### src/rtl/irq_map.vh
// Register offsets, field positions and vectors for the interrupt controller
`ifndef IRQ_MAP_VH
`define IRQ_MAP_VH
`define OFS_CORE 8'h00
`define OFS_SHARED 8'h04
`define OFS_SERIAL 8'h08
`define OFS_TIMER_A 8'h0C
`define OFS_TIMER_B 8'h10
`define OFS_MISC 8'h14
`define OFS_EDGE 8'h18
`define OFS_STACK 8'h1C
`define OFS_VECTOR 8'h20
`define RST_BYTE 8'h00
`define CORE_MASK 8'h7F
`define SHARED_MASK 8'hFF
`define SERIAL_MASK_S 8'h11
`define SERIAL_MASK_L 8'h33
`define TIMER_MASK_S 8'h33
`define TIMER_MASK_L 8'hFF
`define MISC_MASK 8'h33
`define EDGE_MASK 8'h0F
`define BIT_GIE 0
`define EDGE_OFF 2'h0
`define EDGE_RISE 2'h1
`define EDGE_FALL 2'h2
`define EDGE_BOTH 2'h3
`define RESP_OKAY 2'h0
`define RESP_SLVERR 2'h2
`define VEC_EXT0 12'h004
`define VEC_EXT1 12'h008
`define VEC_TICK0 12'h00C
`define VEC_TICK1 12'h010
`define VEC_SERIAL 12'h014
`define VEC_UART 12'h018
`define VEC_SHARED0 12'h01C
`define VEC_SHARED1 12'h020
`define VEC_SHARED2 12'h024
`endif

### src/rtl/irq_controller.v
// Vectored interrupt controller with AXI4-Lite register access
// Functional notes
// - A source event sets its pending flag regardless of its enable.
// - A pending flag is taken only when its own enable is set.
// - Global enable low blocks every interrupt.
// - Acceptance pushes the return address and loads the vector.
// - Return from interrupt pops the saved address.
// - Acceptance clears the global enable.
// - Requests while globally blocked still set their flags.
// - No acceptance while the hardware stack is full.
// - Any set pending flag wakes the core from sleep or idle.
// - Some sources own a vector; the rest share shared vectors.
// - Core register: tick0, ext1, ext0 flags 6..4; enables 3..0.
// - Shared register: shared2..0, tick1 flags 7..4; enables 3..0.
// - Serial register: serial 4/0, uart 5/1 in the large variant.
// - Timer A: compact flags 5,4 en 1,0; standard 7,6 en 3,2.
// - Timer B: periodic flags 5,4 en 1,0; timer-1 7,6 en 3,2.
// - Misc: eeprom flag 5, low voltage flag 4, enables 1 and 0.
// - Unimplemented bits read zero; all flags and enables reset zero.
// - Shared flag sets when any enabled member flag is set.
// - Servicing a shared request clears only the shared flag.
// - Servicing a pin or tick interrupt clears its own flag.
// - Edge field: 00 off, 01 rising, 10 falling, 11 both.
//
// The implementer's own choices: the address map and the AXI4-Lite interface to the registers.
`timescale 1ns/1ns
`default_nettype none
`include "irq_map.vh"
module irq_controller #(
  parameter LARGE = 1,
  parameter PC_W = 12,
  parameter DEPTH = 8
) (
  // Clock and reset
  input wire aclk,
  input wire aresetn,
  // AXI4-Lite write address, data and response
  input wire [7:0] awaddr,
  input wire awvalid,
  output wire awready,
  input wire [31:0] wdata,
  input wire [3:0] wstrb,
  input wire wvalid,
  output wire wready,
  output reg [1:0] bresp,
  output reg bvalid,
  input wire bready,
  // AXI4-Lite read
  input wire [7:0] araddr,
  input wire arvalid,
  output wire arready,
  output reg [31:0] rdata,
  output reg [1:0] rresp,
  output reg rvalid,
  input wire rready,
  // External pins
  input wire ext0_pin,
  input wire ext1_pin,
  // Peripheral events, one-cycle pulses
  input wire tick0_event,
  input wire tick1_event,
  input wire serial_event,
  input wire uart_event,
  input wire [3:0] timer_a_event,
  input wire [3:0] timer_b_event,
  input wire eeprom_done_event,
  input wire low_voltage_event,
  // Core sequencer
  input wire [PC_W-1:0] next_pc,
  input wire take_ready,
  input wire return_from_interrupt,
  output reg irq_take,
  output reg [PC_W-1:0] irq_vector,
  output reg [PC_W-1:0] return_pc,
  output reg stack_full,
  output wire wake
);
  localparam [7:0] SER_M = LARGE ? `SERIAL_MASK_L : `SERIAL_MASK_S;
  localparam [7:0] TMR_M = LARGE ? `TIMER_MASK_L : `TIMER_MASK_S;
  reg [7:0] core_q, shared_q, serial_q, tmr_a_q, tmr_b_q, misc_q, edge_q;
  reg [PC_W-1:0] stack_q [0:DEPTH-1];
  reg [3:0] sp_q;
  reg [7:0] core_d, shared_d, serial_d, tmr_a_d, tmr_b_d, misc_d;
  reg aw_q, w_q;
  reg [7:0] awa_q;
  reg [31:0] wd_q;
  reg [3:0] ws_q;
  // Pin edge detection on the agreed synchronised levels
  function edge_hit;
    input [1:0] sel;
    input cur;
    input prev;
    begin
      case (sel)
        `EDGE_RISE: edge_hit = cur & ~prev;
        `EDGE_FALL: edge_hit = ~cur & prev;
        `EDGE_BOTH: edge_hit = cur ^ prev;
        default: edge_hit = 1'b0;
      endcase
    end
  endfunction

  // Pins pass three flops; a level counts once flops two and three agree
  wire [1:0] pin_in = {ext1_pin, ext0_pin};
  wire [1:0] pin_hit;
  genvar g;
  generate
    for (g = 0; g < 2; g = g + 1)
    begin : g_pin
      reg [2:0] sync_q;
      reg level_q;
      wire agree = sync_q[1] == sync_q[2];
      always @(posedge aclk)
      begin
        if (!aresetn)
        begin
          sync_q <= 3'h0;
          level_q <= 1'h0;
        end
        else
        begin
          sync_q <= {sync_q[1:0], pin_in[g]};
          if (agree)
            level_q <= sync_q[2];
        end
      end
      assign pin_hit[g] = agree
        & edge_hit(edge_q[2*g+1:2*g], sync_q[2], level_q);
    end
  endgenerate
  wire ext0_hit = pin_hit[0];
  wire ext1_hit = pin_hit[1];
  // Request priority: ext0, ext1, tick0, tick1, serial, uart, shared0..2
  wire [8:0] req;
  assign req[0] = core_q[4] & core_q[1];
  assign req[1] = core_q[5] & core_q[2];
  assign req[2] = core_q[6] & core_q[3];
  assign req[3] = shared_q[4] & shared_q[0];
  assign req[4] = serial_q[4] & serial_q[0];
  assign req[5] = serial_q[5] & serial_q[1];
  assign req[6] = shared_q[5] & shared_q[1];
  assign req[7] = shared_q[6] & shared_q[2];
  assign req[8] = shared_q[7] & shared_q[3];
  wire can_take = core_q[`BIT_GIE] & ~stack_full & take_ready;
  reg [8:0] grant;
  reg [PC_W-1:0] vec;
  integer i;
  always @*
  begin
    grant = 9'h000;
    vec = {PC_W{1'b0}};
    for (i = 8; i >= 0; i = i - 1)
      if (req[i])
      begin
        grant = 9'h000;
        grant[i] = 1'b1;
      end
    if (!can_take)
      grant = 9'h000;
    case (grant)
      9'h001: vec = `VEC_EXT0;
      9'h002: vec = `VEC_EXT1;
      9'h004: vec = `VEC_TICK0;
      9'h008: vec = `VEC_TICK1;
      9'h010: vec = `VEC_SERIAL;
      9'h020: vec = `VEC_UART;
      9'h040: vec = `VEC_SHARED0;
      9'h080: vec = `VEC_SHARED1;
      9'h100: vec = `VEC_SHARED2;
      default: vec = {PC_W{1'b0}};
    endcase
  end
  wire take = |grant;

  // Member flags AND enables feed the shared requests
  // They re-arm every cycle while a member stays set
  wire sh0_src = |(tmr_a_q[7:4] & tmr_a_q[3:0] & TMR_M[7:4]);
  wire sh1_src = |(tmr_b_q[7:4] & tmr_b_q[3:0] & TMR_M[7:4]);
  wire sh2_src = |(misc_q[5:4] & misc_q[1:0]);

  // Write channel handshake
  assign awready = ~aw_q & ~bvalid;
  assign wready = ~w_q & ~bvalid;
  wire [7:0] wa = aw_q ? awa_q : awaddr;
  wire [31:0] wdat = w_q ? wd_q : wdata;
  wire [3:0] wst = w_q ? ws_q : wstrb;
  wire have_aw = aw_q | (awvalid & awready);
  wire have_w = w_q | (wvalid & wready);
  wire do_wr = have_aw & have_w & ~bvalid;
  wire wr_ok = do_wr & wst[0];
  wire [7:0] wb = wdat[7:0];
  function mapped;
    input [7:0] a;
    begin
      mapped = (a == `OFS_CORE) | (a == `OFS_SHARED) | (a == `OFS_SERIAL)
        | (a == `OFS_TIMER_A) | (a == `OFS_TIMER_B) | (a == `OFS_MISC)
        | (a == `OFS_EDGE) | (a == `OFS_STACK) | (a == `OFS_VECTOR);
    end
  endfunction
  // Pending-bit update: hardware set beats software and service clear
  function [7:0] upd;
    input [7:0] cur;
    input wr;
    input [7:0] wv;
    input [7:0] mask;
    input [7:0] hw_set;
    input [7:0] hw_clr;
    reg [7:0] t;
    begin
      t = wr ? wv : cur;
      t = t & ~hw_clr;
      upd = (t | hw_set) & mask;
    end
  endfunction

  // Register select for the write decode
  function sel;
    input [7:0] a;
    input [7:0] ofs;
    begin
      sel = a == ofs;
    end
  endfunction
  wire w_core = wr_ok & sel(wa, `OFS_CORE);
  wire w_shared = wr_ok & sel(wa, `OFS_SHARED);
  wire w_serial = wr_ok & sel(wa, `OFS_SERIAL);
  wire w_tmr_a = wr_ok & sel(wa, `OFS_TIMER_A);
  wire w_tmr_b = wr_ok & sel(wa, `OFS_TIMER_B);
  wire w_misc = wr_ok & sel(wa, `OFS_MISC);
  wire w_edge = wr_ok & sel(wa, `OFS_EDGE);
  wire [7:0] core_set = {1'b0, tick0_event, ext1_hit, ext0_hit, 4'h0};
  // Service clears own flag and global enable
  wire [7:0] core_clr = {1'b0, grant[2], grant[1], grant[0], 3'h0, take};
  wire [7:0] sh_set = {sh2_src, sh1_src, sh0_src, tick1_event, 4'h0};
  wire [7:0] sh_clr = {grant[8], grant[7], grant[6], grant[3], 4'h0};

  // Next flag and enable values
  always @*
  begin
    core_d = upd(core_q, w_core, wb, `CORE_MASK, core_set,
      core_clr);
    shared_d = upd(shared_q, w_shared, wb, `SHARED_MASK, sh_set,
      sh_clr);
    serial_d = upd(serial_q, w_serial, wb, SER_M,
      {2'h0, uart_event, serial_event, 4'h0}, 8'h00);
    tmr_a_d = upd(tmr_a_q, w_tmr_a, wb, TMR_M,
      {timer_a_event, 4'h0}, 8'h00);
    tmr_b_d = upd(tmr_b_q, w_tmr_b, wb, TMR_M,
      {timer_b_event, 4'h0}, 8'h00);
    misc_d = upd(misc_q, w_misc, wb, `MISC_MASK,
      {2'h0, eeprom_done_event, low_voltage_event, 4'h0},
      8'h00);
  end
  always @(posedge aclk)
  begin
    if (!aresetn)
    begin
      core_q <= `RST_BYTE;
      shared_q <= `RST_BYTE;
      serial_q <= `RST_BYTE;
      tmr_a_q <= `RST_BYTE;
      tmr_b_q <= `RST_BYTE;
      misc_q <= `RST_BYTE;
      edge_q <= `RST_BYTE;
    end
    else
    begin
      core_q <= core_d;
      shared_q <= shared_d;
      serial_q <= serial_d;
      tmr_a_q <= tmr_a_d;
      tmr_b_q <= tmr_b_d;
      misc_q <= misc_d;
      if (w_edge)
        edge_q <= wb & `EDGE_MASK;
    end
  end

  // Hardware stack and core handshake
  // A pop in a take cycle is dropped; the core never asks for both
  always @(posedge aclk)
  begin
    if (!aresetn)
    begin
      sp_q <= 4'h0;
      stack_full <= 1'b0;
      irq_take <= 1'b0;
      irq_vector <= {PC_W{1'b0}};
      return_pc <= {PC_W{1'b0}};
    end
    else
    begin
      irq_take <= take;
      if (take)
      begin
        stack_q[sp_q[2:0]] <= next_pc;
        irq_vector <= vec;
        sp_q <= sp_q + 4'h1;
        stack_full <= (sp_q + 4'h1) == DEPTH[3:0];
      end
      else if (return_from_interrupt && sp_q != 4'h0)
      begin
        return_pc <= stack_q[sp_q[2:0] - 3'h1];
        sp_q <= sp_q - 4'h1;
        stack_full <= 1'b0;
      end
    end
  end
  assign wake = |{core_q[6:4], shared_q[7:4], serial_q[5:4],
    tmr_a_q[7:4], tmr_b_q[7:4], misc_q[5:4]};

  // Bus write response and read path
  // Writes answer one cycle after both channels are held
  always @(posedge aclk)
  begin
    if (!aresetn)
    begin
      aw_q <= 1'b0;
      w_q <= 1'b0;
      awa_q <= 8'h00;
      wd_q <= 32'h0;
      ws_q <= 4'h0;
      bvalid <= 1'b0;
      bresp <= `RESP_OKAY;
      rvalid <= 1'b0;
      rresp <= `RESP_OKAY;
      rdata <= 32'h0;
    end
    else
    begin
      if (bvalid && bready)
        bvalid <= 1'b0;
      if (do_wr)
      begin
        aw_q <= 1'b0;
        w_q <= 1'b0;
        bvalid <= 1'b1;
        bresp <= mapped(wa) ? `RESP_OKAY : `RESP_SLVERR;
      end
      else
      begin
        if (awvalid && awready)
        begin
          aw_q <= 1'b1;
          awa_q <= awaddr;
        end
        if (wvalid && wready)
        begin
          w_q <= 1'b1;
          wd_q <= wdata;
          ws_q <= wstrb;
        end
      end
      if (rvalid && rready)
        rvalid <= 1'b0;
      if (arvalid && arready)
      begin
        rvalid <= 1'b1;
        rresp <= mapped(araddr) ? `RESP_OKAY : `RESP_SLVERR;
        case (araddr)
          `OFS_CORE: rdata <= {24'h0, core_q};
          `OFS_SHARED: rdata <= {24'h0, shared_q};
          `OFS_SERIAL: rdata <= {24'h0, serial_q};
          `OFS_TIMER_A: rdata <= {24'h0, tmr_a_q};
          `OFS_TIMER_B: rdata <= {24'h0, tmr_b_q};
          `OFS_MISC: rdata <= {24'h0, misc_q};
          `OFS_EDGE: rdata <= {24'h0, edge_q};
          `OFS_STACK: rdata <= {27'h0, stack_full, sp_q};
          `OFS_VECTOR: rdata <= {{(32-PC_W){1'b0}}, irq_vector};
          default: rdata <= 32'h0;
        endcase
      end
    end
  end
  assign arready = ~rvalid;
endmodule
`default_nettype wire

### config.mk
export PLATFORM = sky130hd
export DESIGN_NAME = irq_controller
export DESIGN_NICKNAME = d
export VERILOG_FILES = /design/src/rtl/irq_controller.v
export VERILOG_INCLUDE_DIRS = /design/src /design/src/rtl
export SDC_FILE = /design/constraint.sdc
export NUM_CORES = 1
export LEC_CHECK = 0
export BUFFER_PORTS_ARGS = -buffer_cell sky130_fd_sc_hd__clkbuf_2
export CORE_ASPECT_RATIO = 0.75
export CORE_MARGIN = 10
export CORE_UTILIZATION = 50
export DETAILED_ROUTE_END_ITERATION = 8
export GPL_TIMING_DRIVEN = 0
export PLACE_DENSITY = 0.84
export SLEW_MARGIN = 5
export SYNTH_ARGS = -nofsm -noshare
export SYNTH_HDL_FRONTEND = slang
export SYNTH_SLANG_ARGS = --single-unit
export TNS_END_PERCENT = 50
### constraint.sdc
create_clock -name aclk -period 2.9 [get_ports aclk]
set_input_delay 0.58 -clock aclk [delete_from_list [all_inputs] [get_ports aclk]]
set_output_delay 0.58 -clock aclk [all_outputs]
set_load 0.01 [all_outputs]
==> results of run 1 <==
==> worst max-delay path: stages, from the launching register on <==
cell	delay (ns)
dfxtp_1	0.36
clkbuf_1	0.43
inv_1	0.13
ha_1	0.64
clkbuf_2	0.43
mux4_2	0.37
mux2i_1	0.17
a211oi_1	0.10
==> power breakdown <==
| part | total [mW] | internal [mW] | switching, mW | leakage, nW |
|---|---|---|---|---|
| Combinational | 1.89 | 0.831 | 1.06 | 2.18 |
| Clock | 2.49 | 1.21 | 1.28 | 0.310 |
| Sequential | 3.22 | 3.09 | 0.129 | 1.71 |
| Total | 7.60 | 5.13 | 2.47 | 4.21 |
==> layout by cell type (no fill, tap or decap), types with 3 or more instances in the layout <==
| cell | instances |
|---|---|
| and2_1 | 8 |
| ha_1 | 7 |
| nor3_1 | 17 |
| and3_1 | 3 |
| o21ai_0 | 20 |
| clkbuf_2 | 95 |
| mux2i_1 | 68 |
| nand3_1 | 19 |
| mux4_2 | 29 |
| nor4_1 | 6 |
| nand3b_1 | 4 |
| o22ai_1 | 3 |
| buf_4 | 35 |
| a21oi_1 | 26 |
| buf_1 | 4 |
| nor2_4 | 4 |
| xor2_1 | 4 |
| o211ai_1 | 4 |
| or4_1 | 3 |
| nor2_1 | 75 |
| a22o_1 | 5 |
| conb_1 | 34 |
| dfxtp_1 | 104 |
| inv_1 | 13 |
| clkinv_8 | 8 |
| edfxtp_1 | 96 |
| nand2b_1 | 5 |
| nand4_1 | 7 |
| mux2_2 | 17 |
| a211oi_1 | 28 |
| clkbuf_1 | 25 |
| a22oi_1 | 9 |
| buf_2 | 4 |
| clkbuf_16 | 17 |
| nand2_1 | 31 |
| a32oi_1 | 7 |
==> sequential cells by signal, indices dropped and copies added (netlist names), 2 cells and up <==
signal	cells
g_pin.sync_q	6
serial_q	4
awa_q	8
stack_q	96
irq_vector	4
tmr_b_q	8
sp_q	4
g_pin.level_q	2
tmr_a_q	8
edge_q	4
shared_q	8
misc_q	4
core_q	7
return_pc	12
wd_q	8
rdata	8
==> per-stage QoR <==
stage	instance area (sq um)	std cells	worst slack, ns
final	10500	1135	0.114
after detailed placement	9820	1104	-0.517
after CTS	10500	1135	-0.305
after floorplan	9020	768	0.330
after global routing	10500	1135	-0.0308
after global placement	9790	1102	-0.774
==> per-layer routing <==
layer / routed length, um / part of all wire [%] / up-vias
met5: 0 / 0 / -
met1: 9680 / 41 / 3171
met4: 441 / 1.9 / 0
li1: - / - / 3011
met2: 10800 / 46 / 377
met3: 2700 / 11 / 52
==> worst max path at each step <==
stage | start | end | cells after the start
after floorplan | take_ready | stack_q[1][0]$_DFFE_PP_ | 4
after global placement | core_q[5]$_SDFF_PN0_ | stack_q[0][11]$_DFFE_PP_ | 5
after detailed placement | sp_q[0]$_SDFFE_PN0P_ | return_pc[0]$_SDFFE_PN0P_ | 8
after CTS | core_q[5]$_SDFF_PN0_ | stack_q[3][9]$_DFFE_PP_ | 5
after global routing | core_q[5]$_SDFF_PN0_ | stack_q[0][8]$_DFFE_PP_ | 6
final | sp_q[1]$_SDFFE_PN0P_ | return_pc[0]$_SDFFE_PN0P_ | 7
==> area by class of cell <==
| cell class | count | area, sq um | area share [%] |
|---|---|---|---|
| clock inverters | 15 | 223 | 2.12 |
| well taps | 242 | 303 | 2.88 |
| repair buffers | 94 | 483 | 4.60 |
| plain buffers | 71 | 407 | 3.87 |
| flip-flops and latches | 200 | 4960 | 47.2 |
| inverters | 13 | 48.8 | 0.464 |
| clock buffers | 17 | 425 | 4.05 |
| multi-input cells | 483 | 3650 | 34.8 |
==> kinds of logic after synthesis <==
| kind of cell | after synthesis |
|---|---|
| DFF | 200 |
| and+or+nand+nor | 200 |
| adders and majority gates | 7 |
| other | 1 |
| buffers and inverters | 85 |
| muxes | 114 |
| AOI/OAI and AO/OA | 124 |
| xor gates and xnor gates | 4 |
==> results_dict.tcl, run 1 <==
set metrics [dict create \
    worst_pin_slew_ns 0.904 \
    wire_per_inst_um 20.9 \
    cellLeakagePower_nw 4.21 \
    met1_usage_pct 25.5 \
    cp.required_ns 3.20 \
    ys_ff_latch 200 \
    synth_mux_area_share_pct 17.1 \
    synth_top_flop_cell "dfxtp_1" \
    hold_class "in2reg" \
    period_share_pct 96.1 \
    clock_skew_ns 0.0136 \
    clk_latency_ns 0.46 \
    cts_sinks 200 \
    cts_setup_buffers 0 \
    hp-start "rready" \
    end_kind "register" \
    gp_congestion 0.934 \
    use_met3_pct 6.57 \
    via_per_inst 5.82 \
    status "finished, final reports clean" \
    drt_iter0_drc 854 \
    synthAdderAreaFrac_pct 0.984 \
    async_reset_ff_share_pct 0 \
    synth_top_family_by_area "multiplexers" \
    hold_viol 0 \
    worstHoldPathCells 2 \
    finalSetupViolCount 0 \
    crit_type "reg2reg" \
    synth_cell_type_count 60 \
    cts_tree "built" \
    crit_path_start_kind "register" \
    portBuffers 92 \
    core_area_sq_um 17600 \
    holdPathEnd "rvalid$_SDFFE_PN0P_" \
    hpwl_um 16800 \
    root_buffer "clkbuf_16" \
    worstReg2RegStart "sp_q[1]$_SDFFE_PN0P_" \
    worst-endpoint-arrival_ns 3.09 \
    path_max_fanout 10 \
    relSlewSlack_pct 39.7 \
    synth_most_common_cell "dfxtp_1" \
    fin_nets 976 \
    r2r_cells 7 \
    synth_warnings 0 \
    start_util_pct 50.7 \
    area_growth_pct 18.1 \
    clockBufferDepth 2 \
    drc 0 \
    rows 42 \
    synth-compound-area-share_pct 9.77 \
    synthXorXnorAreaFrac_pct 0.394 \
    max_freq_mhz 359 \
    die_area_sq_um 23600 \
    ys_top_cells_by_count "dfxtp_1 (104), edfxtp_1 (96), nor2_1 (81)" \
    p_per_area_nw_per_um2 724 \
    antenna_found_initial 1 \
    gr-usage-all-layers_pct 19.8 \
    fin_crit_ns 2.79 \
    yosysSeqAreaShare_pct 55.8 \
    detail-route-antenna-nets 0 \
    grt_pass1_vias 6466 \
    grt-busiest-layer "met2" \
    clk_pin_slew_worst_paths_ns 0.08 \
    syn_area_sq_um 8900 \
    hold_ws_ns 0.305 \
    regToRegEndpoint "return_pc[0]$_SDFFE_PN0P_" \
    grt_pass1_wl_um 36400 \
    grt_util_met2_pct 30.8 \
    wl_um 23700 \
    timing.reg2reg.setup_slack_ns 0.11 \
    synth_top_area_share_pct 32.4 \
    synth.area.top_cells "edfxtp_1 (32%), dfxtp_1 (23%), mux2i_1 (7.6%)" \
    overflow 0 \
    die-width_um 174 \
    synth_cells 735 \
    postSynthAreaPerCell_sq_um 12.1 \
    synth_edf_count 96 \
    io-pin-count 157 \
    yosys.area_share.simple_pct 10.8 \
    antenna_cells 0 \
    max_cap_violations 0 \
    fillers 1384 \
    vias 6611 \
    peakVddDrop_v 0.000400 \
    drv_slew 0 \
    grt_max_degree 25 \
    htreeDepth 4 \
    final_core_util_pct 59.9 \
    totalPowerFinal_mw 7.60 \
    cts_buffers 17 \
    drt-pass1-iter-count 6 \
    die_y_um 136 \
    cts_resized 3 \
    drive_gt1_share_pct 25.8 \
    ctsHoldBuffers 0 \
    synth_top_area_cell "edfxtp_1" \
    setup_tns_ns 0 \
]
Note: power is estimated with default switching activity, not from simulation.
==> inputs of run 2 (changes only) <==
REMOVE_ABC_BUFFERS = 1   (was not set)
==> run 2 against run 1 <==
Net effect: critical path depth is the same; fmax decreased by 3.6%; clock-buffer cell count stayed put; flip-flop and latch count unchanged; cell count shrank 5.7%; wire length fell by 8.7%; utilization fell by 2.1 points; sequential share of layout area increased by 1.8 points; worst hold slack improved by 0.019 ns; final area fell by 3.5%; largest power group unchanged.
==> results_dict.tcl, run 2 (synthesis gave the netlist of run 1 again) <==
set metrics [dict create \
    mostFrequentLayoutCell "dfxtp_1" \
    wire_per_inst_um 20.2 \
    hold_viol 0 \
    place_ws_ns -0.342 \
    hp-start "rready" \
    cts_sinks 200 \
    cts_tree "built" \
    cts_buffers 17 \
    htreeDepth 4 \
    largest_reg_flops 96 \
    gr-usage-all-layers_pct 18.0 \
    area_growth_pct 13.9 \
    clock_skew_ns 0.0114 \
    fin_ws_ns 0.0110 \
    rsz0062_at_grt "true" \
    portBuffers 95 \
    rows 42 \
    drt_iter0_drc 764 \
    gp_congestion 0.934 \
    antenna_cells 0 \
    multi_input_area_sq_um 3670 \
    drc 0 \
    via_per_inst 5.85 \
    crit_type "reg2reg" \
    end_kind "register" \
    wl_um 21600 \
    overflow 0 \
    hpwl_um 14700 \
    cp.required_ns 3.21 \
    root_buffer "clkbuf_16" \
    max_freq_mhz 346 \
    totalPowerFinal_mw 7.43 \
    die_y_um 136 \
    final_cell_mix "dfxtp_1 (102), edfxtp_1 (96), clkbuf_2 (95)" \
    grt_max_degree 85 \
    start_util_pct 50.7 \
    clockBufferDepth 2 \
    worstReg2RegStart "sp_q[0]$_SDFFE_PN0P_" \
    hold_class "in2reg" \
    path_max_fanout 27 \
    clk_latency_ns 0.44 \
    swShare_pct 31.3 \
    fin_crit_ns 2.89 \
    relSlewSlack_pct 19.2 \
    drive_gt1_share_pct 24.3 \
    die-width_um 174 \
    timing.reg2reg.setup_slack_ns 0.01 \
    grt_pass1_vias 5992 \
    regArea_sq_um 4970 \
    p_int_mw 5.11 \
    worst_pin_slew_ns 1.21 \
    comb_power_share_pct 23.9 \
    grt_pass1_wl_um 33700 \
    max_cap_violations 0 \
    drt-pass1-iter-count 6 \
    detail-route-antenna-nets 0 \
    period_share_pct 99.6 \
    die_area_sq_um 23600 \
    p_per_area_nw_per_um2 733 \
    ctsHoldBuffers 0 \
    peakVddDrop_v 0.000418 \
    status "finished, final reports clean" \
    io-pin-count 157 \
    p_sw_mw 2.32 \
    worst-endpoint-arrival_ns 3.20 \
    crit_path_start_kind "register" \
    fillers 1410 \
    cellLeakagePower_nw 3.97 \
    p_seq_share_pct 44.2 \
    core_area_sq_um 17600 \
    vias 6261 \
    clockPowerShare_pct 32.0 \
    finalSetupViolCount 0 \
    antenna_found_initial 0 \
    critPathLaunch "sp_q[0]$_SDFFE_PN0P_" \
    drv_slew 0 \
    clk_pin_slew_worst_paths_ns 0.08 \
    fin_nets 911 \
]
run 2: per-layer routing:
layer,vias up,global-route usage (%),wire length [um]
met5,-,0,0
met4,0,5.02,297
met3,28,5.77,2030
met2,284,27.5,9750
met1,3068,24.4,9520
li1,2881,-,-
run 2: cell type report:
| class | count | area share, % |
|---|---|---|
| inverters | 13 | 0.506 |
| repair buffers | 100 | 5.33 |
| well taps | 242 | 2.99 |
| clock inverters | 15 | 1.77 |
| multi-input cells | 483 | 36.2 |
| clock buffers | 17 | 4.20 |
| flip-flops and latches | 200 | 49.0 |
run 2: path summary, 6_finish.rpt:
| kind | endpoint | cells after the start |
|---|---|---|
| max | sp_q[1]$_SDFFE_PN0P_ | 7 |
| min | rvalid$_SDFFE_PN0P_ | 2 |
| max reg2reg | sp_q[1]$_SDFFE_PN0P_ | 7 |
| min reg2reg | g_pin[1].sync_q[1]$_SDFF_PN0_ | 1 |
run 2: power by group through the flow:
stage / Clock, mW / Sequential, mW / Combinational (mW)
2_1_floorplan: 0 / 3.38 / 1.11
3_3_place_gp: 0 / 3.40 / 1.57
3_5_place_dp: 0 / 3.34 / 1.75
4_1_cts: 2.41 / 3.28 / 1.77
5_1_grt: 2.52 / 3.30 / 1.92
6_report: 2.38 / 3.28 / 1.77
run 2: what timing repair did:
item	CTS	global route
buffers inserted	0	1
gates resized for setup	5	8
setup endpoints to repair	90	102
pin swaps	1	1
endpoints found under the hold margin	0	0
run 2: critical path, cell delays in order, from the launching register on:
cell and delay [ns]:
dfxtp_2 0.40, buf_12 0.20, inv_1 0.12, ha_2 0.22, inv_1 0.07, o31ai_1 0.68
nor2_1 0.51, a2111oi_0 0.54
run 2: stage by stage:
| step | hold slack [ns] | util [%] | cells | setup TNS, ns | cell area (sq um) |
|---|---|---|---|---|---|
| floorplan | 0.412 | - | 696 | -4.37 | 8620 |
| global placement | 0.417 | 53.5 | 1033 | -115.47 | 9400 |
| detailed placement | 0.421 | 54.0 | 1037 | -21.49 | 9480 |
| CTS | 0.313 | 57.5 | 1069 | -8.43 | 10100 |
| global route | 0.319 | 57.7 | 1070 | -0.139 | 10100 |
| finish | 0.324 | 57.7 | 1070 | 0 | 10100 |
